## src/common/scef_pkg.sv

```systemverilog
`default_nettype none
package scef_pkg;
   // Register bus shape
   localparam int ADDR_W = 8;
   localparam int DATA_W = 32;
   localparam int EVT_W = 8;
   localparam int TMR_W = 16;
   localparam int LEN_W = 16;

   // Register byte offsets
   localparam logic [7:0] OFS_STATUS = 8'h00;
   localparam logic [7:0] OFS_MASK = 8'h04;
   localparam logic [7:0] OFS_CONFIG = 8'h08;
   localparam logic [7:0] OFS_STATE = 8'h0c;
   localparam logic [7:0] OFS_TERMCHAR = 8'h10;
   localparam logic [7:0] OFS_TIMEOUT = 8'h14;
   localparam logic [7:0] OFS_LENLIMIT = 8'h18;
   localparam logic [7:0] OFS_COMMAND = 8'h1c;

   // Event flag positions, shared between modes
   localparam int BIT_TERM = 7;
   localparam int BIT_START_TIME = 6;
   localparam int BIT_REMOTE_PAR = 5;
   localparam int BIT_PROT_FRM_SYNC = 4;
   localparam int BIT_LOCK = 3;
   localparam int BIT_CARRIER = 2;
   localparam int BIT_OVERFLOW = 1;
   localparam int BIT_LENGTH = 0;

   // Configuration fields
   localparam int CFG_MODE_LO = 0;
   localparam int CFG_AUTO = 2;
   localparam int CFG_ADDR_RECOG = 3;
   localparam int CFG_PARITY_EN = 4;
   localparam int CFG_STATUS_BYTE = 5;
   localparam int CFG_VISIBLE = 6;
   localparam int CFG_LEN_CHECK = 7;
   localparam int CFG_TMR_EN = 8;
   localparam int CFG_DPLL_RX = 9;
   localparam int CFG_FM_ENC = 10;
   localparam int CFG_TX_DPLL = 11;
   localparam int CFG_W = 12;

   // Command, state and status byte fields
   localparam int CMD_SYNC_SEARCH_COMMAND = 0;
   localparam int ST_CARRIER = 0;
   localparam int ST_REMOTE_READY = 1;
   localparam int ST_LOCKED = 2;
   localparam int ST_SYNC_SEARCH_COMMAND = 3;
   localparam int SB_PARITY = 0;
   localparam int SB_FRAMING = 1;

   // Values after reset
   localparam logic [EVT_W-1:0] MASK_RST = 8'hff;
   localparam logic [CFG_W-1:0] CONFIG_RST = 12'h000;
   localparam logic [7:0] TERMCHAR_RST = 8'h00;
   localparam logic [TMR_W-1:0] TIMEOUT_RST = 16'h0010;
   localparam logic [LEN_W-1:0] LENLIMIT_RST = 16'h0100;

   // Timeout tick
   localparam int CLK_PERIOD_PS = 5000;
   localparam int TICK_NS = 1000;
   localparam int TICK_CYC = (TICK_NS * 1000 + CLK_PERIOD_PS - 1) / CLK_PERIOD_PS;

   typedef enum logic [1:0] {
      MODE_HDLC = 2'b00,
      MODE_ASYNC = 2'b01,
      MODE_BISYNC = 2'b10,
      MODE_RSVD = 2'b11
   } scef_mode_type;

   function automatic logic scef_hit(input logic [ADDR_W-1:0] addr, input logic [ADDR_W-1:0] ofs);
      scef_hit = (addr == ofs);
   endfunction
endpackage
`default_nettype wire

```

## src/common/scef_tmr_if.sv

```systemverilog
`timescale 1ns/1ps
`default_nettype none
interface scef_tmr_if;
   import scef_pkg::*;
   logic enable;
   logic restart;
   logic [TMR_W-1:0] limit;
   logic expired;
   modport timer (input enable, input restart, input limit, output expired);
   modport owner (output enable, output restart, output limit, input expired);
endinterface
`default_nettype wire

```

## src/rtl/scef_idle_timer.sv

```systemverilog
`timescale 1ns/1ps
`default_nettype none
module scef_idle_timer
   import scef_pkg::*;
#(
   parameter int TICK_CYCLES = TICK_CYC
) (
   // Clock and reset
   input wire logic mclk,
   input wire logic nrst,
   // Control from the flag block
   scef_tmr_if.timer tmr
);
   logic [15:0] pre_r;
   logic tick;
   logic [TMR_W-1:0] cnt_r;
   logic armed_r;
   logic expired_r;
   logic reach;

   assign tick = (pre_r == 16'(TICK_CYCLES - 1));
   assign reach = tick && armed_r && (cnt_r + 16'h0001 >= tmr.limit);
   assign tmr.expired = expired_r;

   // Prescaler keeps the counter narrow; resolution is one tick
   always_ff @(posedge mclk or negedge nrst) begin
      if (!nrst) begin
         pre_r <= 16'h0000;
      end else begin
         pre_r <= tick ? 16'h0000 : pre_r + 16'h0001;
      end
   end

   always_ff @(posedge mclk or negedge nrst) begin
      if (!nrst) begin
         cnt_r <= 16'h0000;
         armed_r <= 1'b0;
         expired_r <= 1'b0;
      end else begin
         expired_r <= reach && tmr.enable && !tmr.restart;
         if (tmr.restart) begin
            cnt_r <= 16'h0000;
            armed_r <= tmr.enable;
         end else if (reach || !tmr.enable) begin
            armed_r <= 1'b0;
         end else if (tick && armed_r) begin
            cnt_r <= cnt_r + 16'h0001;
         end
      end
   end
endmodule // scef_idle_timer
`default_nettype wire

```

## src/rtl/scef_event_flags.sv

```systemverilog
// Operation
// Async/bisync: received character equal to termination character sets its flag.
// Termination character pushes a frame-end marker toward the receive FIFO.
// HDLC: frame start flagged on address match, or start flag without recognition.
// Async: idle timeout flagged when no character arrives within programmed period.
// HDLC auto: RR/RNR changing remote state flagged; state readable.
// Parity enabled, async/bisync: bad-parity character sets parity fault flag.
// Status byte option also records parity fault per character.
// HDLC auto: wrong N(R) or I-field in S-frame flags protocol fault.
// Async: zero sampled at stop bit sets framing fault flag.
// Bisync: sync character after sync_search_command command sets sync found flag.
// DPLL with FM/Manchester receive clock: lock loss sets its flag.
// Without lock, reception suspended; transmission too when clocked from DPLL.
// Every carrier detect transition flagged; present level readable.
// HDLC: frame arriving with receive FIFO full sets overflow flag.
// Async/bisync: character arriving with FIFO full sets overflow flag.
// HDLC length check: frame over limit aborted and length flag set.
// Masked events raise no interrupt; visibility option decides status display.
// All events masked after reset.
// Flags stick until acknowledged by status read; new events accumulate.
`timescale 1ns/1ps
`default_nettype none
module scef_event_flags
   import scef_pkg::*;
(
   // Clock and reset
   input wire logic mclk,
   input wire logic nrst,
   // Register port
   input wire logic [ADDR_W-1:0] regAddr,
   input wire logic [DATA_W-1:0] regWdata,
   input wire logic regWr,
   input wire logic regRd,
   output logic [DATA_W-1:0] regRdata,
   // Receive character events
   input wire logic charValid,
   input wire logic [7:0] charData,
   input wire logic charParityBad,
   input wire logic charStopZero,
   input wire logic syncDetect,
   // Receive frame events
   input wire logic startFlag,
   input wire logic addrMatch,
   input wire logic sFrameValid,
   input wire logic sFrameRnr,
   input wire logic nrCountBad,
   input wire logic sFrameIField,
   input wire logic frameArrive,
   input wire logic rxByteValid,
   // Line and FIFO status levels
   input wire logic dpllLocked,
   input wire logic carrierDetectInput,
   input wire logic rxFifoFull,
   // Host side
   output logic hostInterruptLine,
   // Receive and transmit path controls
   output logic frameEndMark,
   output logic charDrop,
   output logic frameAbort,
   output logic statusByteValid,
   output logic [7:0] statusByte,
   output logic rxSuspend,
   output logic txSuspend
);
   logic [EVT_W-1:0] status_r;
   logic [EVT_W-1:0] status_nxt;
   logic [EVT_W-1:0] mask_r;
   logic [CFG_W-1:0] config_r;
   logic [7:0] termChar_r;
   logic [TMR_W-1:0] timeout_r;
   logic [LEN_W-1:0] lenLimit_r;
   logic [DATA_W-1:0] regRdata_r;
   logic hostInterruptLine_r;
   logic frameEndMark_r;
   logic charDrop_r;
   logic frameAbort_r;
   logic statusByteValid_r;
   logic [7:0] statusByte_r;
   logic rxSuspend_r;
   logic txSuspend_r;
   logic remoteReadyState_r;
   logic syncSearch_r;
   logic lockPrev_r;
   logic carrierPrev_r;
   logic [LEN_W-1:0] frameLen_r;
   logic frameAborted_r;

   scef_tmr_if tmrBus ();

   // Mode and option decode
   scef_mode_type mode;
   logic isHdlc;
   logic isAsync;
   logic isBisync;
   logic charMode;
   logic autoMode;
   logic dpllUsed;
   assign mode = scef_mode_type'(config_r[CFG_MODE_LO +: 2]);
   assign isHdlc = (mode == MODE_HDLC);
   assign isAsync = (mode == MODE_ASYNC);
   assign isBisync = (mode == MODE_BISYNC);
   assign charMode = isAsync || isBisync;
   assign autoMode = isHdlc && config_r[CFG_AUTO];
   assign dpllUsed = config_r[CFG_DPLL_RX] && config_r[CFG_FM_ENC];

   // Register access decode
   logic wrMask;
   logic wrConfig;
   logic wrTerm;
   logic wrTimeout;
   logic wrLen;
   logic wrCmd;
   logic rdStatus;
   logic huntCmd;
   assign wrMask = regWr && scef_hit(regAddr, OFS_MASK);
   assign wrConfig = regWr && scef_hit(regAddr, OFS_CONFIG);
   assign wrTerm = regWr && scef_hit(regAddr, OFS_TERMCHAR);
   assign wrTimeout = regWr && scef_hit(regAddr, OFS_TIMEOUT);
   assign wrLen = regWr && scef_hit(regAddr, OFS_LENLIMIT);
   assign wrCmd = regWr && scef_hit(regAddr, OFS_COMMAND);
   assign rdStatus = regRd && scef_hit(regAddr, OFS_STATUS);
   assign huntCmd = wrCmd && regWdata[CMD_SYNC_SEARCH_COMMAND];

   // Individual events
   logic evTerm;
   logic evStart;
   logic evTime;
   logic evRemote;
   logic evParity;
   logic evProtocol;
   logic evFraming;
   logic evSync;
   logic evLock;
   logic evCarrier;
   logic evOverflow;
   logic evLength;
   logic remoteNext;
   logic lenOver;
   assign evTerm = charMode && charValid && (charData == termChar_r);
   assign evStart = isHdlc && (config_r[CFG_ADDR_RECOG] ? addrMatch : startFlag);
   assign evTime = isAsync && tmrBus.expired;
   assign remoteNext = !sFrameRnr;
   assign evRemote = autoMode && sFrameValid && (remoteNext != remoteReadyState_r);
   assign evParity = charMode && config_r[CFG_PARITY_EN] && charValid && charParityBad;
   assign evProtocol = autoMode && ((sFrameValid && nrCountBad) || sFrameIField);
   assign evFraming = isAsync && charValid && charStopZero;
   assign evSync = isBisync && syncSearch_r && syncDetect;
   assign evLock = dpllUsed && lockPrev_r && !dpllLocked;
   assign evCarrier = carrierDetectInput != carrierPrev_r;
   assign evOverflow = (isHdlc && frameArrive && rxFifoFull)
                    || (charMode && charValid && rxFifoFull);
   assign lenOver = rxByteValid && (frameLen_r >= lenLimit_r) && !frameAborted_r;
   assign evLength = isHdlc && config_r[CFG_LEN_CHECK] && lenOver;

   // Shared bit positions carry the event of the selected mode
   logic [EVT_W-1:0] evVec;
   logic [EVT_W-1:0] shownVec;
   always_comb begin
      evVec = '0;
      evVec[BIT_TERM] = evTerm;
      evVec[BIT_START_TIME] = evStart || evTime;
      evVec[BIT_REMOTE_PAR] = evRemote || evParity;
      evVec[BIT_PROT_FRM_SYNC] = evProtocol || evFraming || evSync;
      evVec[BIT_LOCK] = evLock;
      evVec[BIT_CARRIER] = evCarrier;
      evVec[BIT_OVERFLOW] = evOverflow;
      evVec[BIT_LENGTH] = evLength;
   end

   // Masked events only reach the status register when visibility is on
   assign shownVec = evVec & (~mask_r | {EVT_W{config_r[CFG_VISIBLE]}});
   // A status read clears what it returned; an event in the same cycle wins
   assign status_nxt = (status_r & ~({EVT_W{rdStatus}} & status_r)) | shownVec;

   // Read multiplexer
   logic [DATA_W-1:0] rdMux;
   logic [DATA_W-1:0] stateWord;
   assign stateWord = {28'h0000000, syncSearch_r, dpllLocked, remoteReadyState_r, carrierDetectInput};
   always_comb begin
      if (scef_hit(regAddr, OFS_STATUS)) begin
         rdMux = {24'h000000, status_r};
      end else if (scef_hit(regAddr, OFS_MASK)) begin
         rdMux = {24'h000000, mask_r};
      end else if (scef_hit(regAddr, OFS_CONFIG)) begin
         rdMux = {20'h00000, config_r};
      end else if (scef_hit(regAddr, OFS_STATE)) begin
         rdMux = stateWord;
      end else if (scef_hit(regAddr, OFS_TERMCHAR)) begin
         rdMux = {24'h000000, termChar_r};
      end else if (scef_hit(regAddr, OFS_TIMEOUT)) begin
         rdMux = {16'h0000, timeout_r};
      end else if (scef_hit(regAddr, OFS_LENLIMIT)) begin
         rdMux = {16'h0000, lenLimit_r};
      end else begin
         rdMux = 32'h00000000;
      end
   end

   // Software registers
   always_ff @(posedge mclk or negedge nrst) begin
      if (!nrst) begin
         mask_r <= MASK_RST;
         config_r <= CONFIG_RST;
         termChar_r <= TERMCHAR_RST;
         timeout_r <= TIMEOUT_RST;
         lenLimit_r <= LENLIMIT_RST;
      end else begin
         if (wrMask) mask_r <= regWdata[EVT_W-1:0];
         if (wrConfig) config_r <= regWdata[CFG_W-1:0];
         if (wrTerm) termChar_r <= regWdata[7:0];
         if (wrTimeout) timeout_r <= regWdata[TMR_W-1:0];
         if (wrLen) lenLimit_r <= regWdata[LEN_W-1:0];
      end
   end

   // Flags, interrupt line and read data
   always_ff @(posedge mclk or negedge nrst) begin
      if (!nrst) begin
         status_r <= '0;
         hostInterruptLine_r <= 1'b0;
         regRdata_r <= 32'h00000000;
      end else begin
         status_r <= status_nxt;
         hostInterruptLine_r <= |(status_r & ~mask_r);
         regRdata_r <= regRd ? rdMux : 32'h00000000;
      end
   end

   // Line state tracking
   always_ff @(posedge mclk or negedge nrst) begin
      if (!nrst) begin
         remoteReadyState_r <= 1'b1;
         syncSearch_r <= 1'b0;
         lockPrev_r <= 1'b0;
         carrierPrev_r <= 1'b0;
      end else begin
         if (autoMode && sFrameValid) remoteReadyState_r <= remoteNext;
         if (huntCmd) begin
            syncSearch_r <= 1'b1;
         end else if (evSync) begin
            syncSearch_r <= 1'b0;
         end
         lockPrev_r <= dpllLocked;
         carrierPrev_r <= carrierDetectInput;
      end
   end

   // Frame length tracking; a new start flag rearms the check
   always_ff @(posedge mclk or negedge nrst) begin
      if (!nrst) begin
         frameLen_r <= '0;
         frameAborted_r <= 1'b0;
      end else if (startFlag) begin
         frameLen_r <= '0;
         frameAborted_r <= 1'b0;
      end else if (evLength) begin
         frameAborted_r <= 1'b1;
      end else if (rxByteValid && !frameAborted_r && frameLen_r != {LEN_W{1'b1}}) begin
         frameLen_r <= frameLen_r + 16'h0001;
      end
   end

   // Receive and transmit path controls
   always_ff @(posedge mclk or negedge nrst) begin
      if (!nrst) begin
         frameEndMark_r <= 1'b0;
         charDrop_r <= 1'b0;
         frameAbort_r <= 1'b0;
         statusByteValid_r <= 1'b0;
         statusByte_r <= 8'h00;
         rxSuspend_r <= 1'b0;
         txSuspend_r <= 1'b0;
      end else begin
         frameEndMark_r <= evTerm;
         charDrop_r <= charMode && charValid && rxFifoFull;
         frameAbort_r <= evLength;
         statusByteValid_r <= charMode && charValid && config_r[CFG_STATUS_BYTE];
         statusByte_r <= 8'h00;
         statusByte_r[SB_PARITY] <= evParity && config_r[CFG_STATUS_BYTE];
         statusByte_r[SB_FRAMING] <= evFraming && config_r[CFG_STATUS_BYTE];
         rxSuspend_r <= dpllUsed && !dpllLocked;
         txSuspend_r <= dpllUsed && !dpllLocked && config_r[CFG_TX_DPLL];
      end
   end

   // Idle timer restarts on every character while async timeout is enabled
   assign tmrBus.enable = isAsync && config_r[CFG_TMR_EN];
   assign tmrBus.restart = charValid;
   assign tmrBus.limit = timeout_r;

   scef_idle_timer #(
      .TICK_CYCLES(TICK_CYC)
   ) uTimer (
      .mclk(mclk),
      .nrst(nrst),
      .tmr(tmrBus)
   );

   assign regRdata = regRdata_r;
   assign hostInterruptLine = hostInterruptLine_r;
   assign frameEndMark = frameEndMark_r;
   assign charDrop = charDrop_r;
   assign frameAbort = frameAbort_r;
   assign statusByteValid = statusByteValid_r;
   assign statusByte = statusByte_r;
   assign rxSuspend = rxSuspend_r;
   assign txSuspend = txSuspend_r;

   logic visOn;
   assign visOn = config_r[CFG_VISIBLE];
endmodule // scef_event_flags
`default_nettype wire

```

## config.mk

```make
export PLATFORM = sky130hd
export DESIGN_NAME = scef_event_flags
export DESIGN_NICKNAME = d
export VERILOG_FILES = /design/src/common/scef_pkg.sv /design/src/common/scef_tmr_if.sv /design/src/rtl/scef_idle_timer.sv /design/src/rtl/scef_event_flags.sv
export SDC_FILE = /design/constraint.sdc
export NUM_CORES = 1
export LEC_CHECK = 0
export BUFFER_PORTS_ARGS = -buffer_cell sky130_fd_sc_hd__buf_2
export CORE_MARGIN = 2
export CORE_UTILIZATION = 40
export DETAILED_ROUTE_END_ITERATION = 6
export SLEW_MARGIN = 20
export SYNTH_ARGS = -nofsm -noshare
export SYNTH_HDL_FRONTEND = slang
export SYNTH_HIERARCHICAL = 1
export SYNTH_SLANG_ARGS = --single-unit
```

## constraint.sdc

```tcl
create_clock -name mclk -period 4.9 [get_ports mclk]
set_input_delay 0.245 -clock mclk [delete_from_list [all_inputs] [get_ports mclk]]
set_output_delay 0.245 -clock mclk [all_outputs]
set_load 0.01 [all_outputs]
```

==> results of run 1 <==
-- sequential cells by signal, summed over array words and instances, names as in the netlist, 12 cells and up --
signal	cells
regRdata	16
config_r	12
uTimer/pre_r	16
uTimer/cnt_r	16
lenLimit_r	16
timeout_r	16
frameLen_r	16
-- cell families (layout without fill, tap and decap cells) --
logic type               count (synthesis)  count (layout)  synth area share, %
adder cells (fa/ha/maj)                 38              38                 5.82
AO/OA/AOI/OAI                          166             166                 12.2
AND/OR/NAND/NOR                        255             255                 17.3
XOR/XNOR                                39              39                 4.18
multiplexers                            54              54                 8.35
flip-flops                             148             148                 45.5
other                                    1              22               0.0459
buffers and inverters                  102             164                 6.54
-- cell type report --
| cell class | instances | area, um2 | area share, % |
|---|---|---|---|
| well taps | 270 | 338 | 3.63 |
| inverters | 51 | 191 | 2.05 |
| clock buffers | 20 | 447 | 4.79 |
| repair buffers | 81 | 434 | 4.66 |
| multi-input cells | 574 | 4010 | 43.1 |
| clock inverters | 12 | 179 | 1.92 |
| flip-flops and latches | 148 | 3720 | 39.9 |
-- synthesized netlist by cell type, types with 19 or more instances --
cell type                 instances  share of area [%]
sky130_fd_sc_hd__nor2_1          36                1.7
sky130_fd_sc_hd__nor2b_1         19                1.5
sky130_fd_sc_hd__o21ai_0         63                3.9
sky130_fd_sc_hd__nand2_1         72                3.3
sky130_fd_sc_hd__buf_4           28                2.6
sky130_fd_sc_hd__dfrtp_1        137                 42
sky130_fd_sc_hd__nand3_1         23                1.4
sky130_fd_sc_hd__inv_1           51                2.3
sky130_fd_sc_hd__ha_1            38                5.8
sky130_fd_sc_hd__a21oi_1         41                2.5
sky130_fd_sc_hd__mux2_2          33                4.5
sky130_fd_sc_hd__xnor2_1         23                2.5
-- what timing repair did --
item                                   4_1_cts  5_1_grt
endpoints found under the hold margin       70        0
gates resized for setup                      0        0
hold buffers                                 3        0
-- metrics by stage --
step / hold WS (ps) / worst slack (ps) / total power, uW / std cells / instance area, um2
floorplan: -50.6 / 1880 / 1490 / 824 / 8250
global placement: 315 / 1400 / 1590 / 1121 / 8650
detailed placement: 323 / 1370 / 1600 / 1121 / 8650
CTS: 4.21 / 1330 / 2990 / 1156 / 9310
global route: 17.2 / 942 / 3080 / 1156 / 9320
finish: 8.02 / 1360 / 2970 / 1156 / 9320
-- metal layers --
layer	global-route usage [%]	part of all wire (%)	routed length (um)
met4	6.06	2.1	403
met3	3.91	3.6	685
met2	28.9	47	8960
met1	25.7	48	9180
met5	0	0	0
-- report_power, final --
group,switching [uW],internal (uW),total [uW]
combinational,155,104,260
clock,519,870,1390
sequential,39.1,1280,1320
-- path summary, 6_finish.rpt --
path                                                   to  cells past startpoint  slack, ps
setup / recovery             uTimer/cnt_r[14]$_DFFE_PN0P_                     11       1360
max in group asynchronous        timeout_r[4]$_DFFE_PN1P_                      3       3480
hold / removal             remoteReadyState_r$_DFFE_PN1P_                      2          8
hold reg to reg                uTimer/pre_r[15]$_DFF_PN0_                      1        470
min in group asynchronous      frameLen_r[12]$_DFFE_PN0P_                      2        410
setup reg to reg             uTimer/cnt_r[14]$_DFFE_PN0P_                     11       1360
==> results.txt, run 1 <==
----------------------------------------------------
[Logic synthesis]
  Mean instance size in the synthesized netlist ... 10.2 um2
  Total standard cell area after synthesis ... approximately 8200 um2
  Top flip-flop cell by instance count after synthesis ... sky130_fd_sc_hd__dfrtp_1
  Gate count of the mapped netlist ... between 800 and 900
  Async SR Flop Fraction ... 100%
  Yosys cell types ... about 70
  Yosys warnings ... 6
  Fraction of the yosys area taken by sequential cells ... between 40% and 50%
  Count of flip-flops with a built-in enable after synthesis ... 0
  Number of synthesized register bits ... about 150

[Clock network]
  CTS tree ... done
  Clock Sink Count ... 148
  Source-to-sink clock delay at the later pin of the worst-skew pair ... about 420 ps
  Master cell of the clock root buffer ... sky130_fd_sc_hd__clkbuf_16
  Clock slew at the register clock pins of the worst setup and hold paths ... approximately 60 ps
  CTS Buf Count ... 17
  Setup bufs post-CTS ... 0
  Max Root-Sink Buffers ... 2
  Number of H-tree branching levels ... 4

[Hold path]
  Min-Delay Startpoint ... sFrameRnr
  Worst hold path type ... input port to register

[Floorplan]
  IO Pins ... ~110
  Die height ... roughly 150 um
  Number of rows in the core area ... 52
  Core Box Area ... approximately 20,000 um2
  DIE WIDTH ... around 150 um
  Die outline area ... 21,600 um2
  Effective utilization at floorplan ... approximately two fifths

[Flow run]
  Count of max-cap constraint violations ... 0

[Route]
  DR vias/cell ... 5.22
  Count of TritonRoute iterations in the first routing pass ... 5
  Number of vias in the routed layout ... 6,034
  Detailed router's first-iteration violation count ... approximately 320
  Routed wirelength normalized by instance count ... around 17 um
  Routed WL ... around 19,000 um
  Count of nets left with antenna violations after detail routing ... 0
  Post-route DRC ... 0

[Placed design]
  Placer Congestion ... approximately 0.8
  Quantity of I/O buffers inserted on ports ... between 70 and 80
  Placed wire-length estimate ... about 14,000 um

[Setup path]
  Capturing element type of the critical path ... register
  Slowest stage cell on the critical path ... sky130_fd_sc_hd__or4_1
  Largest fanout of any net on the critical path ... 28
  Bufs and invs on worst path ... 0
  Cell occurring most often along the worst timing path ... sky130_fd_sc_hd__a21oi_1
  Critical path startpoint category ... register
  Worst Path Arrival ... about 3900 ps
  Cell class contributing the biggest share of worst-path delay ... simple AND/OR/NAND/NOR gates
  Critical-path cell list ... and3_4 > nand4_1 > or2_1 > xnor2_1 > ha_1 > a21oi_1 > o21ai_0 > a2111oi_2 > o21ai_2 > or4_1 > a21oi_1
  Critical setup path kind ... register to register
  Slowest stage delay, CP ... 490 ps
  Data required time at the worst endpoint ... between 5000 and 6000 ps
  Worst setup path startpoint ... uTimer/cnt_r[2]$_DFFE_PN0P_
  R2r startpoint ... uTimer/cnt_r[2]$_DFFE_PN0P_

[Global route]
  Congestion Overflow GR ... 0
  Via count of the first global-routing pass ... ~6,000
  Overall routing resource usage ... 18.5%
  Antenna violations before repair ... 0
  Pin count of the biggest net entering global routing ... 74
  Global-route wire length before repair ... between 30,000 and 40,000 um

[Final layout]
  Final core area utilization ... between 40% and 50%
  Share of post-route cells with drive strength above 1 ... between 20% and 30%
  Final Net Count ... roughly 980
  Antenna Diode Count ... 0
  Commonest cells after routing, fill and taps aside ... 137 x sky130_fd_sc_hd__dfrtp_1, 74 x sky130_fd_sc_hd__buf_2, 72 x sky130_fd_sc_hd__nand2_1
  Filler cell count ... between 1,500 and 2,000
  Growth of design area from synthesis to finish ... 14.1%
  Most frequent standard cell in the layout excluding fill and tap cells ... sky130_fd_sc_hd__dfrtp_1

[Timing]
  Final hold violation count ... 0
  Slew at the pin with the worst max-slew slack ... 985 ps
  Worst slew margin ... 34.2%
  Final setup violation count ... 0
  Peak clock frequency supported by timing ... ~0.28 GHz
  Final Slew Violations ... 0
  Final TNS setup ... 0 ps
  Post-route clock skew ... approximately 13 ps
  Final cycle utilization of the critical path ... between 70 and 80%
  Minimum clock period ... between 3000 and 4000 ps
  Setup repair after global routing missed its margin ... no

[Power]
  PD cells ... about 320 nW/um2
  Worst supply voltage drop on vdd ... around 0.00024 V
  Cell leakage power ... approximately 0.0044 uW

[Status]
  Run status ... complete, no violations

----------------------------------------------------
Power figures use the tool's default switching activity.
==> run 2, diff against run 1 <==
clock period = 3 ns   (was 4.9 ns; I/O delays follow)
==> run 2 against run 1 <==
Net effect:
- the run now ends with setup timing left
- combinational power increased by 77%
- register-to-register slack got worse by 1500 ps
- die area unchanged
- sequential power increased by 63%
- routed wire length increased by 5.5%
- hold slack improved by 13 ps
- core utilization increased by 2.8 points
- count of clock-buffer cells in the layout decreased by 2
- critical path type unchanged
==> results.txt, run 2 (synthesis gave the netlist of run 1 again) <==
----------------------------------------------------
[Status]
  Run status ... finished with violations
  Violated checks ... setup timing

[Setup path]
  Data required time at the worst endpoint ... roughly 3300 ps
  Worst Path Arrival ... roughly 3400 ps
  Critical path startpoint category ... register
  Capturing element type of the critical path ... register
  Register-to-Register Setup Slack ... -100 ps
  Critical setup path kind ... register to register
  Largest fanout of any net on the critical path ... 7
  Slowest stage delay, CP ... around 410 ps
  Slowest stage cell on the critical path ... sky130_fd_sc_hd__dfrtp_1
  Critical-path cell list ... and2_4 > nand4_1 > nor2_2 > xor2_1 > ha_1 > a211oi_2 > nor2_1 > a2111oi_4 > o21ai_4 > buf_6 > o311ai_2 > o41ai_2

[Floorplan]
  IO Pins ... ~110
  Die height ... between 100 and 150 um
  Die outline area ... around 22,000 um2
  Core Box Area ... roughly 20,000 um2
  Effective utilization at floorplan ... 40.5%
  Number of rows in the core area ... 52
  DIE WIDTH ... 147 um

[Timing]
  Minimum clock period ... slightly above 3000 ps
  Final cycle utilization of the critical path ... 103%
  Slew at the pin with the worst max-slew slack ... between 700 and 800 ps
  Final setup violation count ... 15
  Setup repair after global routing missed its margin ... yes
  Final Slew Violations ... 0
  Peak clock frequency supported by timing ... approximately 0.32 GHz
  Setup WS post-layout ... -96.5 ps
  Worst slew margin ... between 50% and 60%
  Final hold violation count ... 0
  Post-route clock skew ... ~7.1 ps

[Global route]
  Congestion Overflow GR ... 0
  Global-route wire length before repair ... about 33,000 um
  Overall routing resource usage ... 19.6%
  Via count of the first global-routing pass ... approximately 6,200
  Pin count of the biggest net entering global routing ... between 100 and 150
  Antenna violations before repair ... 0

[Hold path]
  Worst hold path type ... input port to register

[Final layout]
  Final Instance Area ... 9880 um2
  Final Net Count ... approximately 1,000
  Growth of design area from synthesis to finish ... 20.9%
  Share of post-route cells with drive strength above 1 ... a little over a quarter
  Filler cell count ... about 1,900
  Commonest cells after routing, fill and taps aside ... 137 x sky130_fd_sc_hd__dfrtp_1, 74 x sky130_fd_sc_hd__buf_2, 72 x sky130_fd_sc_hd__nand2_1
  Most frequent standard cell in the layout excluding fill and tap cells ... sky130_fd_sc_hd__dfrtp_1
  Antenna Diode Count ... 0
  Final core area utilization ... between 40% and 50%

[Clock network]
  Clock slew at the register clock pins of the worst setup and hold paths ... around 60 ps
  Max Root-Sink Buffers ... 2
  Source-to-sink clock delay at the later pin of the worst-skew pair ... about 430 ps
  Number of H-tree branching levels ... 4
  CTS Buf Count ... 17
  Clock Sink Count ... around 150
  CTS tree ... done
  Master cell of the clock root buffer ... sky130_fd_sc_hd__clkbuf_16

[Placed design]
  Post-Place Cell Area ... around 9000 um2
  Placed wire-length estimate ... 14,600 um
  Placer Congestion ... 0.879
  Quantity of I/O buffers inserted on ports ... between 70 and 80

[Route]
  Routed WL ... just over 20,000 um
  Post-route DRC ... 0
  Count of nets left with antenna violations after detail routing ... 0
  Count of TritonRoute iterations in the first routing pass ... 5
  Number of vias in the routed layout ... 6,253
  Routed wirelength normalized by instance count ... between 15 and 20 um
  Detailed router's first-iteration violation count ... between 300 and 400
  DR vias/cell ... about 5.2

[Power]
  Cell leakage power ... approximately 0.0047 uW
  PD cells ... roughly 490 nW/um2
  Worst supply voltage drop on vdd ... 0.000324 V

[Flow run]
  Count of max-cap constraint violations ... 0

----------------------------------------------------
[run 2: cell count changes in the layout (fill, tap and decap cells not counted), sizes merged]
cell | previous run | this run
clkbuf | 20 | 18
dlygate4sd3 | 3 | 15
bufinv | 4 | 3
clkinvlp | 0 | 1
clkinv | 5 | 7
buf | 78 | 120
[run 2: cell type report]
type	count	area (um2)	share of cell area, %
clock buffer	18	439	4.45
clock inverter	14	176	1.79
inverter	51	191	1.94
multi-input combinational	574	4110	41.6
sequential	148	3720	37.6
tap	270	338	3.42
timing repair buffer	135	906	9.17
[run 2: worst max-delay path: cells and delay by family, from the launching register on]
family                   cells  cell delay [ps]
AO/OA/AOI/OAI                5             1190
AND/OR/NAND/NOR              4              720
flip-flops                   1              410
adder cells (fa/ha/maj)      1              280
XOR/XNOR                     1              190
buffers and inverters        1              160
[run 2: repair_timing]
action,4_1_cts,5_1_grt
setup endpoints to repair,16,16
gates resized for setup,19,9
endpoints found under the hold margin,63,0
hold buffers,15,0
buffers inserted,8,2
pin swaps,13,14
[run 2: final timing paths]
path                                             start                     endpoint  cells past startpoint
max                        uTimer/cnt_r[1]$_DFFE_PN0P_  uTimer/cnt_r[8]$_DFFE_PN0P_                     12
min                                         syncDetect     syncSearch_r$_DFFE_PN0P_                      4
max reg2reg                uTimer/cnt_r[1]$_DFFE_PN0P_  uTimer/cnt_r[8]$_DFFE_PN0P_                     12
min reg2reg                 uTimer/pre_r[15]$_DFF_PN0_   uTimer/pre_r[15]$_DFF_PN0_                      1
max in group asynchronous                         nrst       frameEndMark$_DFF_PN0_                      3
min in group asynchronous                         nrst   frameLen_r[12]$_DFFE_PN0P_                      2
[run 2: per-stage QoR]
stage               worst slack, ps  hold WS [ps]  total power, uW  instances  setup TNS (ps)
floorplan                      6.35          -146             2440        824               0
global placement               -124          99.3             2610       1153           -1050
detailed placement             -164           102             2620       1153           -1480
CTS                           -27.4          7.09             4880       1208            -164
global route                   -242          49.8             5030       1210           -3050
finish                        -96.5          21.1             4840       1210            -854
[run 2: power breakdown]
group,internal (uW),total [uW],switching [uW]
logic,193,459,266
clock network,1340,2230,890
registers,2090,2150,64.2
[run 2: layer usage]
layer  routed length (um)  GRT usage (%)
met4                  222           4.86
met5                    0              0
met1                 9800           27.8
met2                 9560           30.8
met3                  695           4.44
==> run 3, diff against run 2 <==
SYNTH_HIERARCHICAL = unset   (was 1)
==> run 3 against run 2 <==
Net effect:
- the run still ends with setup timing left
- worst setup slack improved by 42 ps
- core utilization increased by 1.7 points
- via count decreased by 0.26%
- sequential share of layout area about the same
- cell area about the same
- routed wire length decreased by 0.38%
- combinational power decreased by 9.4%
- area after synthesis decreased by 2.2%
- hold slack got worse by 7.3 ps
- sequential power about the same
- clock power about the same
==> results.txt, run 3 <==
----------------------------------------------------
[Final layout]
  Filler cell count ... 1,813
  Register area ... between 3000 and 4000 um2
  Share of post-route cells with drive strength above 1 ... 25.4%
  Area of the multi-input gates ... about 4100 um2
  Final Net Count ... between 1,000 and 1,500
  Final Instance Count excl. Fillers ... between 1,000 and 1,500
  Antenna Diode Count ... 0
  Growth of design area from synthesis to finish ... 23.7%
  Most frequent standard cell in the layout excluding fill and tap cells ... sky130_fd_sc_hd__dfrtp_1
  Final Instance Area ... about 9900 um2
  Commonest cells after routing, fill and taps aside ... 136 x sky130_fd_sc_hd__dfrtp_1, 74 x sky130_fd_sc_hd__buf_2, 51 x sky130_fd_sc_hd__nand2_1

[Logic synthesis]
  Count of flip-flops with a built-in enable after synthesis ... 0
  Total standard cell area after synthesis ... 7990 um2
  Yosys cell types ... 66
  Mean instance size in the synthesized netlist ... 10.4 um2
  Top flip-flop cell by instance count after synthesis ... sky130_fd_sc_hd__dfrtp_1
  Synthesized-area fraction occupied by ao, oa, aoi and oai cells ... 13.0%
  Post-synthesis xor/xnor area fraction ... under 10%
  Cell with the most instances after synthesis ... sky130_fd_sc_hd__dfrtp_1
  Synth Area in Adders ... approximately 6.0%
  Simple-gate portion of the synthesized area ... between 10% and 20%
  Fraction of the yosys area taken by sequential cells ... between 40% and 50%
  Most area-hungry cell type in the Yosys netlist ... sky130_fd_sc_hd__dfrtp_1
  Fraction of synthesized cell area taken by the top area cell type ... 42.9%
  Most common library cells after synthesis ... 137 x sky130_fd_sc_hd__dfrtp_1, 53 x sky130_fd_sc_hd__nand2_1, 49 x sky130_fd_sc_hd__a21oi_1
  Combinational family with the most area after synthesis ... simple AND/OR/NAND/NOR gates
  Async SR Flop Fraction ... 100%
  Yosys warnings ... 0
  Most area-consuming cells after synthesis ... sky130_fd_sc_hd__dfrtp_1 43%, sky130_fd_sc_hd__mux2_1 6.5%, sky130_fd_sc_hd__ha_1 6.0%
  Multiplexer fraction of the synthesized cell area ... a little under a tenth
  Number of synthesized register bits ... 148
  Gate count of the mapped netlist ... 769

[Global route]
  Congestion Overflow GR ... 0
  Via count of the first global-routing pass ... between 6,000 and 7,000
  Global-route wire length before repair ... approximately 33,000 um
  Pin count of the biggest net entering global routing ... 70
  Overall routing resource usage ... a little under 20%
  Antenna violations before repair ... 0

[Placed design]
  Post-Place Cell Area ... about 9000 um2
  Post-placement worst setup slack ... -239 ps
  Placed Cells ... 1,121
  Quantity of I/O buffers inserted on ports ... between 70 and 80
  Placer Congestion ... 0.810
  Placed wire-length estimate ... about 14,000 um

[Route]
  Count of TritonRoute iterations in the first routing pass ... 5
  DR vias/cell ... about 5.3
  Number of vias in the routed layout ... around 6,200
  Detailed router's first-iteration violation count ... ~320
  Count of nets left with antenna violations after detail routing ... 0
  Routed wirelength normalized by instance count ... roughly 17 um
  Post-route DRC ... 0
  Routed WL ... 20,200 um

[Timing]
  Final setup violation count ... 13
  Setup repair after global routing missed its margin ... yes
  Post-route clock skew ... approximately 8 ps
  Final hold violation count ... 0
  Peak clock frequency supported by timing ... roughly 0.33 GHz
  Final cycle utilization of the critical path ... 102%
  Slew at the pin with the worst max-slew slack ... ~660 ps
  Minimum clock period ... between 3000 and 4000 ps
  Final Slew Violations ... 0
  Worst slew margin ... 55.9%
  Hold slack ... 13.8 ps
  Setup WS post-layout ... -54.4 ps

[Floorplan]
  Effective utilization at floorplan ... about two fifths
  Die outline area ... 21,100 um2
  IO Pins ... 114
  DIE WIDTH ... approximately 150 um
  Die height ... 145 um
  Core Box Area ... roughly 20,000 um2
  Number of rows in the core area ... 51

[Setup path]
  Cell occurring most often along the worst timing path ... sky130_fd_sc_hd__buf_4
  Slowest stage delay, CP ... between 400 and 500 ps
  Critical-path cell list ... ha_2 > and3_4 > nand3_4 > nor2_4 > nand2_2 > xnor2_2 > ha_1 > and4_4 > buf_4 > a2111o_1 > a211oi_2 > buf_4 > nand3b_1 > a21oi_1
  Critical path startpoint category ... register
  Slowest stage cell on the critical path ... sky130_fd_sc_hd__a2111o_1
  Largest fanout of any net on the critical path ... 4
  Capturing element type of the critical path ... register
  Worst Path Arrival ... roughly 3400 ps
  Critical setup path kind ... register to register
  Data required time at the worst endpoint ... about 3400 ps

[Clock network]
  Clock Sink Count ... around 150
  CTS tree ... done
  Number of H-tree branching levels ... 4
  CTS Buf Count ... 17
  Clock slew at the register clock pins of the worst setup and hold paths ... 60 ps
  Master cell of the clock root buffer ... sky130_fd_sc_hd__clkbuf_16
  Source-to-sink clock delay at the later pin of the worst-skew pair ... ~440 ps
  Max Root-Sink Buffers ... 2

[Flow run]
  Count of max-cap constraint violations ... 0

[Power]
  Cell leakage power ... about 0.0045 uW
  Worst supply voltage drop on vdd ... just under 0.0004 V
  PD cells ... a little under 500 nW/um2

[Hold path]
  Worst hold path type ... input port to register

[Status]
  Run status ... finished with violations
  Violated checks ... setup timing

----------------------------------------------------
==> run 3: changes by cell type in the layout (fill, tap and decap cells not counted), moves of 9 or more <==
cell / delta
sky130_fd_sc_hd__mux2_1: +46
sky130_fd_sc_hd__mux2_2: -13
sky130_fd_sc_hd__mux2_4: -12
sky130_fd_sc_hd__nand2_1: -21
sky130_fd_sc_hd__nor2b_1: -9
sky130_fd_sc_hd__o21ai_0: -33
==> run 3: logic make-up (layout without fill, tap and decap cells) <==
family	count (synthesis)	in the layout
buffers and inverters	94	216
adder cells (fa/ha/maj)	38	38
AO/OA/AOI/OAI	161	162
AND/OR/NAND/NOR	220	220
other	1	22
multiplexers	65	65
flip-flops	148	148
XOR/XNOR	42	42
==> run 3: area by class of cell <==
class,instances,area share [%]
sequential,148,37.6
multi-input combinational,549,41.9
timing repair buffer,135,9.01
inverter,49,1.86
clock inverter,14,1.77
clock buffer,18,4.44
tap,265,3.35
==> run 3: final timing paths <==
kind | start | to | slack (ps) | depth (start not counted)
min reg2reg | uTimer.pre_r[15]$_DFF_PN0_ | uTimer.pre_r[15]$_DFF_PN0_ | 480 | 1
max reg2reg | uTimer.cnt_r[1]$_DFFE_PN0P_ | uTimer.cnt_r[5]$_DFFE_PN0P_ | -50 | 14
min | regWdata[4] | termChar_r[4]$_DFFE_PN0P_ | 10 | 2
max | uTimer.cnt_r[1]$_DFFE_PN0P_ | uTimer.cnt_r[5]$_DFFE_PN0P_ | -50 | 14
max in group asynchronous | nrst | mask_r[3]$_DFFE_PN1P_ | 1900 | 3
min in group asynchronous | nrst | frameAbort$_DFF_PN0_ | 270 | 2
==> run 3: power by group <==
group          switching (uW)  internal (uW)
Combinational             246            170
Clock                     885           1340
Sequential               60.8           2070
==> run 3: per-stage QoR <==
stage | TNS (ps) | power, uW | utilization [%]
after floorplan | 0 | 2380 | -
after global placement | -1180 | 2520 | 45.2
after detailed placement | -2840 | 2530 | 45.2
after CTS | -59.3 | 4800 | 50.1
after global routing | -2580 | 4940 | 50.6
final | -373 | 4770 | 50.6
==> run 3: layer usage <==
metal  wire length, um  track usage, %
met5                 0               0
met4               414            6.67
met3               731            4.03
met2              9710            32.5
met1              9350            26.4
==> run 3: critical path: cells and delay by family, from the launching register on <==
kind	cells	cell delay, ps
DFF	1	390
and+or+nand+nor	6	800
AOI/OAI and AO/OA	3	830
adders and majority gates	2	510
xor gates and xnor gates	1	150
buffers and inverters	2	290
==> run 3: what timing repair did <==
item                                   in CTS  in global routing
endpoints found under the hold margin      86                  0
resized for setup                          27                 15
hold buffers                               14                  0
setup buffers                               4                  6
setup endpoints to repair                  15                 18
pin swaps                                  15                 22
gates cloned                                1                  0
